### src/inc/csb_defines.vh
// constants of the chip select bus controller: offsets, fields, reset values, codes
`ifndef CSB_DEFINES_VH
`define CSB_DEFINES_VH

// register byte offsets, one word each; area n block at n*16
`define CSB_OFS_CTRL_LOW 6'h00
`define CSB_OFS_CTRL_HIGH 6'h04
`define CSB_OFS_MASK 6'h08
`define CSB_OFS_START 6'h0c
`define CSB_AREA_STRIDE 4
`define CSB_OFS_DEF_LOW 8'h60
`define CSB_OFS_DEF_HIGH 8'h64
`define CSB_OFS_STATUS 8'h68
`define CSB_OFS_ID 8'h6c

// control low fields
`define CSB_WRW_LSB 4
`define CSB_RDW_LSB 0
// control high fields
`define CSB_EN_BIT 7
`define CSB_MAP_BIT 6
`define CSB_TYPE_LSB 2
`define CSB_WIDTH_LSB 0

// reset values
`define CSB_RST_CTRL_LOW 8'h22
`define CSB_RST_CTRL_HIGH 8'h00
`define CSB_RST_AREA2_HIGH 8'h80
`define CSB_RST_MASK 8'hff
`define CSB_RST_START 8'hff

// memory types
`define CSB_TYPE_SRAM 2'h0
`define CSB_TYPE_SDRAM 2'h3
// bus widths
`define CSB_WIDTH_8 2'h0
`define CSB_WIDTH_16 2'h1
// boot pin codes
`define CSB_BOOT_16 2'h1
`define CSB_BOOT_8 2'h2
// wait codes
`define CSB_WAIT_2 3'h1
`define CSB_WAIT_3 3'h2
`define CSB_WAIT_PIN 3'h3
`define CSB_WAIT_4 3'h5
`define CSB_WAIT_5 3'h6
`define CSB_WAIT_6 3'h7
`define CSB_MIN_STATES 3'h2

`endif

### src/rtl/csb_controller.v
// chip select bus controller: area decode, dynamic bus sizing, wait states
// ----------------------------------------------------------------------------
// Functional notes
// - boot pins sampled once after reset release into area 2 bus width
// - reset enables only area 2; other area enables cleared
// - area 2 map select 0 covers whole space; 1 uses start and mask
// - unmasked address bits compared with start; match drives chip select low
// - start register supplies A23..A16; lower bits zero, 64 KB granularity
// - mask bit 0 compares the address bit, 1 ignores it
// - maskable bits: area0 A20..A8, area1 A21..A8, areas2-5 A22..A15
// - area 1 has one shared mask bit for A15..A9
// - priority: on-chip I/O, on-chip memory, then area 0 to 5
// - external access in no enabled area uses default area settings
// - memory type 00 SRAM/ROM, 11 SDRAM, only area 3 may be SDRAM
// - bus width 00 is 8-bit, 01 is 16-bit; SDRAM area uses 01
// - operands split into cycles by width and start address, low byte first
// - 16-bit area: even on low lane, odd on high; unused lane undriven
// - every external cycle lasts at least two states
// - separate three-bit read and write wait fields per area
// - wait codes 001..111 give 2,3,4,5,6 states; 011 selects wait pin
// - fixed mode ends cycle after programmed states regardless of wait pin
// - wait settings ignored for SDRAM areas
// - wait pin mode: high at state two ends cycle, low extends it
// ----------------------------------------------------------------------------
`timescale 1ns/100ps
`default_nettype none
`include "csb_defines.vh"

module csb_controller #(
  parameter [7:0] ID_VALUE = 8'h5a // arbitrary identification value
)
(
  input wire clk,
  input wire rst,
  input wire clk_en,
  // wishbone slave
  input wire wb_cyc_i,
  input wire wb_stb_i,
  input wire wb_we_i,
  input wire [7:0] wb_adr_i,
  input wire [3:0] wb_sel_i,
  input wire [31:0] wb_dat_i,
  output reg [31:0] wb_dat_o,
  output wire wb_ack_o,
  // cpu request side
  input wire req_valid,
  input wire req_write,
  input wire [23:0] req_addr,
  input wire [1:0] req_size,
  input wire [31:0] req_wdata,
  input wire req_onchip_io,
  input wire req_onchip_mem,
  output wire req_ready,
  output reg resp_valid,
  output reg [31:0] resp_rdata,
  output reg resp_sdram,
  // external memory pins
  input wire [1:0] boot_width_pins,
  input wire wait_n,
  output reg [23:0] ext_addr,
  output reg [5:0] area_chip_select_n,
  output reg default_area_select,
  output reg rd_n,
  output reg wr_lo_n,
  output reg wr_hi_n,
  input wire [15:0] data_in,
  output reg [15:0] data_out,
  output reg data_lo_oe_n,
  output reg data_hi_oe_n
);

  localparam ST_IDLE = 2'h0;
  localparam ST_CYCLE = 2'h1;
  localparam ST_DONE = 2'h2;

  // ------------------------------------------------------------------------
  // register file
  // ------------------------------------------------------------------------
  reg [7:0] ctrl_low [0:5];
  reg [7:0] ctrl_high [0:5];
  reg [7:0] mask_reg [0:5];
  reg [7:0] start_reg [0:5];
  reg [7:0] def_low;
  reg [1:0] def_type;
  reg [1:0] def_width;
  reg boot_pending;
  reg ack_q;
  reg [1:0] state;

  wire bus_req = wb_cyc_i & wb_stb_i & ~ack_q;
  // a write lands on the edge at which the master samples ack high
  wire bus_wr = wb_cyc_i & wb_stb_i & ack_q & wb_we_i & wb_sel_i[0];
  wire [2:0] reg_area = wb_adr_i[6:4];
  wire [3:0] reg_sub = wb_adr_i[3:0];
  assign wb_ack_o = ack_q;

  genvar g;
  generate
    for (g = 0; g < 6; g = g + 1)
    begin : area_regs
      wire hit = bus_wr & (wb_adr_i[7] == 1'b0) & (reg_area == g);
      always @(posedge clk or posedge rst)
      begin
        if (rst)
        begin
          ctrl_low[g] <= `CSB_RST_CTRL_LOW;
          // only area 2 comes out of reset enabled
          ctrl_high[g] <= (g == 2) ? `CSB_RST_AREA2_HIGH : `CSB_RST_CTRL_HIGH;
          mask_reg[g] <= `CSB_RST_MASK;
          start_reg[g] <= `CSB_RST_START;
        end
        else if (clk_en)
        begin
          if (hit && reg_sub == `CSB_OFS_CTRL_LOW)
            ctrl_low[g] <= wb_dat_i[7:0];
          if (hit && reg_sub == `CSB_OFS_CTRL_HIGH)
            // map select exists only in area 2
            ctrl_high[g] <= (g == 2) ? wb_dat_i[7:0] : {wb_dat_i[7], 1'b0, wb_dat_i[5:0]};
          else if (g == 2 && boot_pending)
            // boot width goes to area 2 once, after release
            ctrl_high[g][`CSB_WIDTH_LSB+1:`CSB_WIDTH_LSB] <=
              (boot_width_pins == `CSB_BOOT_16) ? `CSB_WIDTH_16 : `CSB_WIDTH_8;
          if (hit && reg_sub == `CSB_OFS_MASK)
            mask_reg[g] <= wb_dat_i[7:0];
          if (hit && reg_sub == `CSB_OFS_START)
            start_reg[g] <= wb_dat_i[7:0];
        end
      end
    end
  endgenerate

  always @(posedge clk or posedge rst)
  begin
    if (rst)
    begin
      def_low <= `CSB_RST_CTRL_LOW;
      def_type <= `CSB_TYPE_SRAM;
      def_width <= `CSB_WIDTH_8;
      boot_pending <= 1'b1;
      ack_q <= 1'b0;
    end
    else if (clk_en)
    begin
      boot_pending <= 1'b0;
      ack_q <= bus_req;
      if (bus_wr && wb_adr_i == `CSB_OFS_DEF_LOW)
        def_low <= wb_dat_i[7:0];
      if (bus_wr && wb_adr_i == `CSB_OFS_DEF_HIGH)
      begin
        def_type <= wb_dat_i[3:2];
        def_width <= wb_dat_i[1:0];
      end
    end
  end

  // read data registered with the ack; unmapped reads give zero
  always @(posedge clk or posedge rst)
  begin
    if (rst)
      wb_dat_o <= 32'h0;
    else if (clk_en && bus_req)
    begin
      wb_dat_o <= 32'h0;
      if (!wb_adr_i[7] && reg_area < 3'h6)
      begin
        case (reg_sub)
          `CSB_OFS_CTRL_LOW: wb_dat_o[7:0] <= ctrl_low[reg_area];
          `CSB_OFS_CTRL_HIGH: wb_dat_o[7:0] <= ctrl_high[reg_area];
          `CSB_OFS_MASK: wb_dat_o[7:0] <= mask_reg[reg_area];
          `CSB_OFS_START: wb_dat_o[7:0] <= start_reg[reg_area];
          default: wb_dat_o <= 32'h0;
        endcase
      end
      else if (wb_adr_i == `CSB_OFS_DEF_LOW)
        wb_dat_o[7:0] <= def_low;
      else if (wb_adr_i == `CSB_OFS_DEF_HIGH)
        wb_dat_o[3:0] <= {def_type, def_width};
      else if (wb_adr_i == `CSB_OFS_STATUS)
        wb_dat_o[8:0] <= {state != ST_IDLE, default_area_select, ~area_chip_select_n,
          boot_pending};
      else if (wb_adr_i == `CSB_OFS_ID)
        wb_dat_o[7:0] <= ID_VALUE;
    end
  end

  // ------------------------------------------------------------------------
  // address decode
  // ------------------------------------------------------------------------
  reg [23:0] cur_addr;
  reg [5:0] raw_hit;
  integer i;
  always @*
  begin
    // start supplies A23..A16, low bits zero mask bit 1 ignores
    // area 0: bit 2 masks A15 alone, bit 1 masks A14..A9 as a group
    raw_hit[0] = (cur_addr[23:21] == start_reg[0][7:5]) &&
      (((cur_addr[20:16] ^ start_reg[0][4:0]) & ~mask_reg[0][7:3]) == 5'h0) &&
      ((cur_addr[15:8] & ~{mask_reg[0][2], {6{mask_reg[0][1]}}, mask_reg[0][0]}) == 8'h0);
    // area 1: A23..A22 always, one shared bit for A15..A9
    raw_hit[1] = (cur_addr[23:22] == start_reg[1][7:6]) &&
      (((cur_addr[21:16] ^ start_reg[1][5:0]) & ~mask_reg[1][7:2]) == 6'h0) &&
      (((cur_addr[15:8]) & ~{{7{mask_reg[1][1]}}, mask_reg[1][0]}) == 8'h0);
    for (i = 2; i < 6; i = i + 1)
      // A23 always compared, A22..A16 maskable, A15 zero unless masked
      raw_hit[i] = (cur_addr[23] == start_reg[i][7]) &&
        (((cur_addr[22:16] ^ start_reg[i][6:0]) & ~mask_reg[i][7:1]) == 7'h0) &&
        ((cur_addr[15] & ~mask_reg[i][0]) == 1'b0);
    // area 2 with map select 0 spans the whole space
    if (!ctrl_high[2][`CSB_MAP_BIT])
      raw_hit[2] = 1'b1;
  end

  reg [5:0] sel_onehot;
  reg [2:0] sel_area;
  reg sel_any;
  integer j;
  always @*
  begin
    sel_onehot = 6'h0;
    sel_area = 3'h0;
    sel_any = 1'b0;
    // lowest enabled area wins; on-chip regions are handled before this
    for (j = 5; j >= 0; j = j - 1)
      if (raw_hit[j] && ctrl_high[j][`CSB_EN_BIT])
      begin
        sel_area = j[2:0];
        sel_any = 1'b1;
      end
    if (sel_any)
      sel_onehot[sel_area] = 1'b1;
  end

  // effective settings of the selected area or the default area
  wire [7:0] eff_low = sel_any ? ctrl_low[sel_area] : def_low;
  wire [1:0] eff_type = sel_any ? ctrl_high[sel_area][`CSB_TYPE_LSB+1:`CSB_TYPE_LSB]
    : def_type;
  wire [1:0] eff_width_raw = sel_any
    ? ctrl_high[sel_area][`CSB_WIDTH_LSB+1:`CSB_WIDTH_LSB] : def_width;
  // sdram honoured only in area 3; reserved codes act as sram
  wire eff_sdram = (eff_type == `CSB_TYPE_SDRAM) && sel_any && (sel_area == 3'h3);
  // sdram always runs 16 bit; reserved widths fall back to 8 bit
  wire eff_wide = eff_sdram | (eff_width_raw == `CSB_WIDTH_16);

  // ------------------------------------------------------------------------
  // transfer sequencer
  // ------------------------------------------------------------------------
  reg cur_write;
  reg [2:0] bytes_left;
  reg [1:0] byte_idx;
  reg [31:0] wdata;
  reg [31:0] rdata;
  reg [2:0] state_cnt;
  reg [2:0] wait_code;

  assign req_ready = (state == ST_IDLE);
  wire req_take = clk_en & req_valid & req_ready & ~req_onchip_io & ~req_onchip_mem;

  // bytes this cycle: 16-bit lane takes two when even and two or more remain
  wire pair = eff_wide & ~cur_addr[0] & (bytes_left > 3'h1);
  wire odd_lane = eff_wide & cur_addr[0];
  wire [7:0] byte0 = wdata[8*byte_idx +: 8];
  wire [7:0] byte1 = wdata[8*(byte_idx+2'h1) +: 8];

  // states to run: wait fields per direction
  reg [2:0] target;
  reg pin_mode;
  always @*
  begin
    pin_mode = 1'b0;
    case (wait_code)
      `CSB_WAIT_2: target = 3'h2;
      `CSB_WAIT_3: target = 3'h3;
      `CSB_WAIT_4: target = 3'h4;
      `CSB_WAIT_5: target = 3'h5;
      `CSB_WAIT_6: target = 3'h6;
      `CSB_WAIT_PIN:
      begin
        target = `CSB_MIN_STATES;
        pin_mode = 1'b1;
      end
      default: target = 3'h3;
    endcase
    // sdram timing belongs to its own controller; use the minimum here
    if (eff_sdram)
    begin
      target = `CSB_MIN_STATES;
      pin_mode = 1'b0;
    end
  end

  // fixed mode ignores wait_n; pin mode ends only with wait_n high
  wire cycle_end = (state_cnt >= target) && (!pin_mode || wait_n);

  always @(posedge clk or posedge rst)
  begin
    if (rst)
    begin
      state <= ST_IDLE;
      cur_addr <= 24'h0;
      cur_write <= 1'b0;
      bytes_left <= 3'h0;
      byte_idx <= 2'h0;
      wdata <= 32'h0;
      rdata <= 32'h0;
      state_cnt <= 3'h1;
      wait_code <= 3'h0;
      resp_valid <= 1'b0;
      resp_rdata <= 32'h0;
      resp_sdram <= 1'b0;
    end
    else if (clk_en)
    begin
      resp_valid <= 1'b0;
      case (state)
        ST_IDLE:
        begin
          if (req_take)
          begin
            cur_addr <= req_addr;
            cur_write <= req_write;
            wdata <= req_wdata;
            rdata <= 32'h0;
            byte_idx <= 2'h0;
            bytes_left <= (req_size == 2'h2) ? 3'h4 : ((req_size == 2'h1) ? 3'h2 : 3'h1);
            state <= ST_DONE;
          end
        end
        ST_DONE:
        begin
          // latch this piece's wait code, then run the cycle
          wait_code <= cur_write ? eff_low[`CSB_WRW_LSB+2:`CSB_WRW_LSB]
            : eff_low[`CSB_RDW_LSB+2:`CSB_RDW_LSB];
          state_cnt <= 3'h1;
          state <= ST_CYCLE;
        end
        ST_CYCLE:
        begin
          // at least two states per cycle
          if (!cycle_end)
          begin
            if (state_cnt != 3'h7)
              state_cnt <= state_cnt + 3'h1;
          end
          else
          begin
            // low byte first into the operand
            if (pair)
              rdata[8*byte_idx +: 16] <= data_in;
            else
              rdata[8*byte_idx +: 8] <= odd_lane ? data_in[15:8] : data_in[7:0];
            if ((pair && bytes_left == 3'h2) || (!pair && bytes_left == 3'h1))
            begin
              state <= ST_IDLE;
              resp_valid <= 1'b1;
              resp_sdram <= eff_sdram;
              resp_rdata <= rdata;
              if (pair)
                resp_rdata[8*byte_idx +: 16] <= data_in;
              else
                resp_rdata[8*byte_idx +: 8] <= odd_lane ? data_in[15:8] : data_in[7:0];
            end
            else
              state <= ST_DONE;
            bytes_left <= bytes_left - (pair ? 3'h2 : 3'h1);
            byte_idx <= byte_idx + (pair ? 2'h2 : 2'h1);
            cur_addr <= cur_addr + (pair ? 24'h2 : 24'h1);
          end
        end
        default: state <= ST_IDLE;
      endcase
    end
  end

  // ------------------------------------------------------------------------
  // pin outputs, registered from the next state
  // ------------------------------------------------------------------------
  wire active = (state == ST_CYCLE) && !cycle_end;
  wire starting = (state == ST_DONE);
  wire drive = (starting || active) && !eff_sdram;
  always @(posedge clk or posedge rst)
  begin
    if (rst)
    begin
      ext_addr <= 24'h0;
      area_chip_select_n <= 6'h3f;
      default_area_select <= 1'b0;
      rd_n <= 1'b1;
      wr_lo_n <= 1'b1;
      wr_hi_n <= 1'b1;
      data_out <= 16'h0;
      data_lo_oe_n <= 1'b1;
      data_hi_oe_n <= 1'b1;
    end
    else if (clk_en)
    begin
      ext_addr <= cur_addr;
      // selects stay high when idle or on-chip access
      area_chip_select_n <= (starting || active) ? ~sel_onehot : 6'h3f;
      default_area_select <= (starting || active) && !sel_any;
      rd_n <= ~(drive && !cur_write);
      // unused lane left undriven with its strobe high
      wr_lo_n <= ~(drive && cur_write && !odd_lane);
      wr_hi_n <= ~(drive && cur_write && (pair || odd_lane));
      data_lo_oe_n <= ~(drive && cur_write && !odd_lane);
      data_hi_oe_n <= ~(drive && cur_write && (pair || odd_lane));
      data_out <= pair ? {byte1, byte0} : (odd_lane ? {byte0, 8'h00} : {8'h00, byte0});
    end
  end

endmodule
`default_nettype wire

### config.mk
export PLATFORM = sky130hd
export DESIGN_NAME = csb_controller
export DESIGN_NICKNAME = d
export VERILOG_FILES = /design/src/rtl/csb_controller.v
export VERILOG_INCLUDE_DIRS = /design/src /design/src/inc
export SDC_FILE = /design/constraint.sdc
export NUM_CORES = 1
export LEC_CHECK = 0
export BUFFER_PORTS_ARGS = -buffer_cell sky130_fd_sc_hd__buf_2
export CAP_MARGIN = 25
export CORE_ASPECT_RATIO = 1.4
export CORE_UTILIZATION = 38
export DETAILED_ROUTE_END_ITERATION = 16
export MAX_ROUTING_LAYER = met4
export PLACE_DENSITY = 0.63
export SLEW_MARGIN = 20
export SYNTH_ARGS = -nofsm -noshare
export SYNTH_HDL_FRONTEND = slang
export SYNTH_SLANG_ARGS = --single-unit
export TNS_END_PERCENT = 100
### constraint.sdc
create_clock -name clk -period 28.7 [get_ports clk]
set_input_delay 4.305 -clock clk [delete_from_list [all_inputs] [get_ports clk]]
set_output_delay 4.305 -clock clk [all_outputs]
set_load 0.02 [all_outputs]
# --- After elaboration in Yosys (flattened, before gate mapping) ---
# Cells that the tools add are included.
word_totals:
  ff_bits: 396
  inputBits: 131
  elab_cells: 381
op_classes:
  bitwise_logic: 66
  reduce_logical: 120
  n_shift: 6
  muxes: 88
  n_addsub: 6
  eq_ne: 38
  n_lt_le_gt_ge: 7
ops:
  columns: ["cell", "count"]
  rows:
  - ["$bmux 8 s3", 6]
  - ["$mux 32", 3]
  - ["$mux 8", 11]
  - ["$bwmux 32", 2]
  - ["$pmux 32 s2", 1]
  - ["$logic_and 1x1->1", 59]
  - ["$reduce_and 2->1", 28]
  - ["$mux 24", 2]
  - ["$pmux 24 s2", 1]
  - ["$mux 3", 13]
  - ["$neg 5->34", 1]
  - ["$shift 16x34->32 const A", 1]
  - ["$shift 8x34->32 const A", 1]
  - ["$shiftx 16x34->32", 1]
  - ["$shiftx 8x34->32", 1]
  - ["$eq 8x7->1 const B", 4]
  - ["$mux 16", 2]
  - ["$pmux 8 s4", 1]
  - ["$shiftx 32x6->8", 1]
  - ["$shiftx 32x7->8", 1]
  - ["$and 7x7->7", 4]
  - ["$logic_not 7->1", 4]
  - ["$mux 7", 4]
  - ["$not 7->7", 4]
  - ["other kinds (60)", 175]

# --- Longest topological paths before layout ---
depth:
  ltp_word: 31
  depth_mapped: 25
  ltp_nobuf: 21

# --- Worst setup path before layout ---
# Ideal clock, no wire load.
synth_timing:
  kind: "in2reg"
  from: "input wb_adr_i[4]"
  to: "register wb_dat_o[1]"
  t_required_ns: 28.566
  path_stages: 9
  setup_slack_ns: 21.916
  arrival_time_ns: 6.650
  path_buffers: 3
  path_cell_list: "buf_1 > clkbuf_1 > buf_1 > mux4_2 > nand2_1 > o21ai_0 > a221oi_1 > o32a_1 > o21ai_0"
synth_between:
  elab_chain_len: 6
  elab_cells_between_ends: 25
  classes_between: "order compare (1); eq/ne (4); mux (18); bitwise (1); reduce/logical (1)"
synth_lines:
  columns: ["element", "line", "rtl"]
  rows:
  - ["start, declared", "csb_controller.v:40", "input wire [7:0] wb_adr_i,"]
  - ["$not 3->4 (implied by the code) or $eq 8x7->1 (tied branches)", null, null]
  - ["$bmux 8 s3 (tied with other cells)", "csb_controller.v:170", "`CSB_OFS_START: wb_dat_o[7:0] <= start_reg[reg_area];"]
  - ["$mux 8, on equally long branches", null, null]
  - ["$mux 8 (implied by the code) (tied with other cells)", "csb_controller.v:170", null]
  - ["$pmux 8 s4 or $mux 8 (tied branches)", "csb_controller.v:166, csb_controller.v:174", null]
  - ["$mux 9 (*)", "csb_controller.v:164", "if (!wb_adr_i[7] && reg_area < 3'h6)"]
  - ["end signal, assigned", "csb_controller.v:167", "`CSB_OFS_CTRL_LOW: wb_dat_o[7:0] <= ctrl_low[reg_area];"]
  - ["end signal, assigned", "csb_controller.v:168", "`CSB_OFS_CTRL_HIGH: wb_dat_o[7:0] <= ctrl_high[reg_area];"]
  - ["end signal, assigned", "csb_controller.v:170", null]
  - ["end, declared", "csb_controller.v:43", "output reg [31:0] wb_dat_o,"]
# Mark *: on every way between the ends. The rest lies on a longest branch, timed or not. The select of a mux whose other input is x is not followed.
# A chain may end at the register's enable or synchronous reset.

# --- Worst setup path after layout ---
layout_timing:
  from: "input wb_adr_i[4]"
  to: "register wb_dat_o[4]"
layout_between:
  elab_chain_len: 6
  elab_cells_between_ends: 25
  classes_between: "order compare (1); eq/ne (4); mux (18); bitwise (1); reduce/logical (1)"
layout_lines:
  columns: ["element", "line"]
  rows:
  - ["$not 3->4 (implied by the code) or $eq 8x7->1 (tied branches)", null]
  - ["$bmux 8 s3 (tied with other cells)", "csb_controller.v:170"]
  - ["$mux 8, on equally long branches", null]
  - ["$mux 8 (implied by the code) (tied with other cells)", "csb_controller.v:170"]
  - ["$pmux 8 s4 or $mux 8 (tied branches)", "csb_controller.v:166, csb_controller.v:174"]
  - ["$mux 9 (*)", "csb_controller.v:164"]
# Marked as above.

==> impl_metrics.csv <==
group,metric,value,unit
run,max_cap_violations,0,
synthesis,synth_area_leaders,"dfrtp_1 32%, dfstp_2 15%, mux2_2 14%",
placement,dp.cells,2803,
grt,grt_max_degree,96,
synthesis,synth_ff_type,"dfrtp_1",
synthesis,synth_edf_count,0,
clocking,cts.htree.levels,2,
timing,hold_ws,0.474,ns
floorplanning,core-area,0.0555,mm²
placement,place_hpwl,47400,µm
grt,grt_pass1_wl,106000,µm
worst_setup_path,required,29.11,ns
timing,finalCritPeriodShare,24.3,%
pwr,p_per_area,80.2,mW/mm²
cells_and_area,layout-drive-gt1-share,33.8,%
timing,worstMarginPinSlew,1.10,ns
timing,tns,0,ns
floorplanning,rows,102,
timing,slew_viol_final,0,
synthesis,netlist_area,0.0214,mm²
clocking,cts_sinks,396,
timing,max_freq,0.143,GHz
synthesis,synth-async-reset-ratio,100,%
clocking,cts_resized,0,
outcome,status,"completed",
cells_and_area,areaGrowthSynthToFinish,14.0,%
clocking,cts_tree,"yes",
cells_and_area,layout_common_cells,"274 x dfrtp_1, 258 x mux2_2, 198 x buf_2, 132 x nand2_1, 130 x o21ai_0",
route,ant_nets,0,
grt,met3_usage,4.03,%
route,vias,16970,
worst_setup_path,critPathMaxStageDelay,0.64,ns
clocking,hold_buffers,0,
floorplanning,die_area,0.0574,mm²
timing,slew_headroom,26.4,%
grt,antenna_found_initial,5,
synthesis,synth-seq-area-share,47.0,%
floorplanning,initial_core_util,38.6,%
worst_setup_path,crit_slowest_cell,"buf_4",
grt,grt.met2_usage,41.5,%
route,drt_wl_total,68800,µm
route,wl_per_cell,23.8,µm
route,drc,0,
cells_and_area,nets,2274,
cells_and_area,final_common_cell,"dfrtp_1",
synthesis,yosys_warnings,0,
timing,final.min_clock_period,6.98,ns
route,vias_per_cell,5.87,
timing,rsz0062_at_grt,"false",
placement,place.port_buffers,200,
worst_setup_path,arrival,7.39,ns
grt,grt-busiest-layer,"met2",
grt,track_usage,24.6,%
timing,finalSetupViolations,0,
worst_setup_path,critPathMostFrequentCell,"buf_4",
synthesis,netlist_instances,1986,
floorplanning,dieWidth,203,µm
timing,hold_violations,0,
clocking,cts_buffers,44,
clocking,clock_latency,0.57,ns
grt,grt_overflow,0,
worst_setup_path,end_kind,"register",
synthesis,synth_area_per_cell,10.8,µm²
floorplanning,die_y,283,µm
grt,grt_pass1_vias,17203,
synthesis,yosysTopAreaCellShare,32.0,%
worst_setup_path,worstPathCellList,"buf_4 > buf_4 > mux4_2 > a21oi_1 > o22ai_1 > a221oi_1 > o22a_1 > o21ai_0",
grt,grt_util_met1,29.1,%
worst_setup_path,cp-start-kind,"input pin",
synthesis,synth_seq_cells,396,
worst_setup_path,worstPathMaxFanout,34,
timing,skew,0.0177,ns
route,first_pass_iters,8,
clocking,postCtsSetupRepairBufs,0,
cells_and_area,fin_cells,2892,
synthesis,synth_largest_area_cell,"dfrtp_1",
route,drt_iter0_markers,1320,
worst_setup_path,critPathKind,"in -> reg",
placement,place.gp.congestion,0.957,
pwr,peakVddDrop,0.0000468,V
clocking,cts_buffer_depth,3,
min_path,min_path_type,"reg -> reg",
floorplanning,ios,251,
synthesis,synth_cell_types,76,
pwr,p_leak,0.0106,µW
clocking,root_buffer,"clkbuf_16",
clocking,cts.clk_slew.worst_paths,0.06,ns
[through the flow]
step | worst slack (ns) | power [µW] | instance area, µm² | utilization [%]
finish | 21.72 | 1960 | 24400 | 44.0
global route | 21.36 | 2060 | 24400 | 44.0
CTS | 21.77 | 1970 | 24400 | 43.9
detailed placement | 21.19 | 1370 | 22900 | 41.2
global placement | 21.16 | 1350 | 22900 | 41.2
floorplan | 13.59 | 1180 | 21500 | -
[power breakdown]
part	leakage, µW	internal [µW]	switching (µW)	total, µW
Sequential	0.00484	656	104	761
Combinational	0.00498	231	379	611
Clock	0.000735	352	237	589
[area by class of cell]
type / instances / area, µm²
flip-flops and latches: 396 / 10100
clock inverters: 13 / 173
clock buffers: 67 / 1320
repair buffers: 230 / 1270
well taps: 728 / 911
inverters: 72 / 278
diodes: 5 / 12.5
multi-input cells: 1381 / 10400
fillers: 5295 / 31100
[critical path: cells and delay by family]
kind                   cells  cell delay [ns]
AO/OA/AOI/OAI              5             1.36
buffers and inverters      2             1.09
multiplexers               1             0.59
[cells in the mapped netlist, drive strengths merged (4+ instances only)]
cell     number
a211oi       19
a21boi        5
a21o         26
a21oi       103
a221o         6
a221oi       11
a222oi       26
a22o         11
a22oi        30
a2bb2oi       5
a31oi        10
a32o          6
a32oi         4
and2          7
and3         14
buf          62
clkbuf       97
dfrtp       274
dfstp       122
ha           17
inv          70
mux2        258
mux2i        53
mux4         30
nand2       132
nand2b       11
nand3        22
nand3b        4
nand4         7
nor2        128
nor2b        25
nor3         26
nor3b         8
nor4         13
o21ai       132
o22a          6
o22ai        81
o2bb2ai       5
o31ai        34
xnor2        48
[cell families (layout without fill, tap and decap cells)]
group	count (synthesis)	count (layout)	synth area share [%]
AO/OA/AOI/OAI	540	540	16.8
XOR/XNOR	49	49	2.00
adder cells (fa/ha/maj)	18	18	1.09
buffers and inverters	231	382	4.90
flip-flops	396	396	47.0
multiplexers	341	341	19.2
other	1	28	0.0175
AND/OR/NAND/NOR	410	410	9.10
[routing by layer]
metal / wire length [µm] / vias up
li1: - / 7560
met1: 26800 / 8597
met3: 4040 / 174
met2: 35000 / 639
met4: 2890 / 0
met5: 0 / -
[worst paths after layout]
kind	from	to	slack [ns]	cells after the start
min in group asynchronous	rst	rdata[23]	3.86	2
min reg2reg	wb_dat_o[3]	wb_dat_o[3]	0.47	2
min	wb_dat_o[3]	wb_dat_o[3]	0.47	2
max	wb_adr_i[4]	wb_dat_o[4]	21.72	8
max reg2reg	cur_addr[17]	cur_addr[21]	21.91	22
max in group asynchronous	rst	mask_reg[26]	22.64	5
Power figures use the tool's default switching activity.
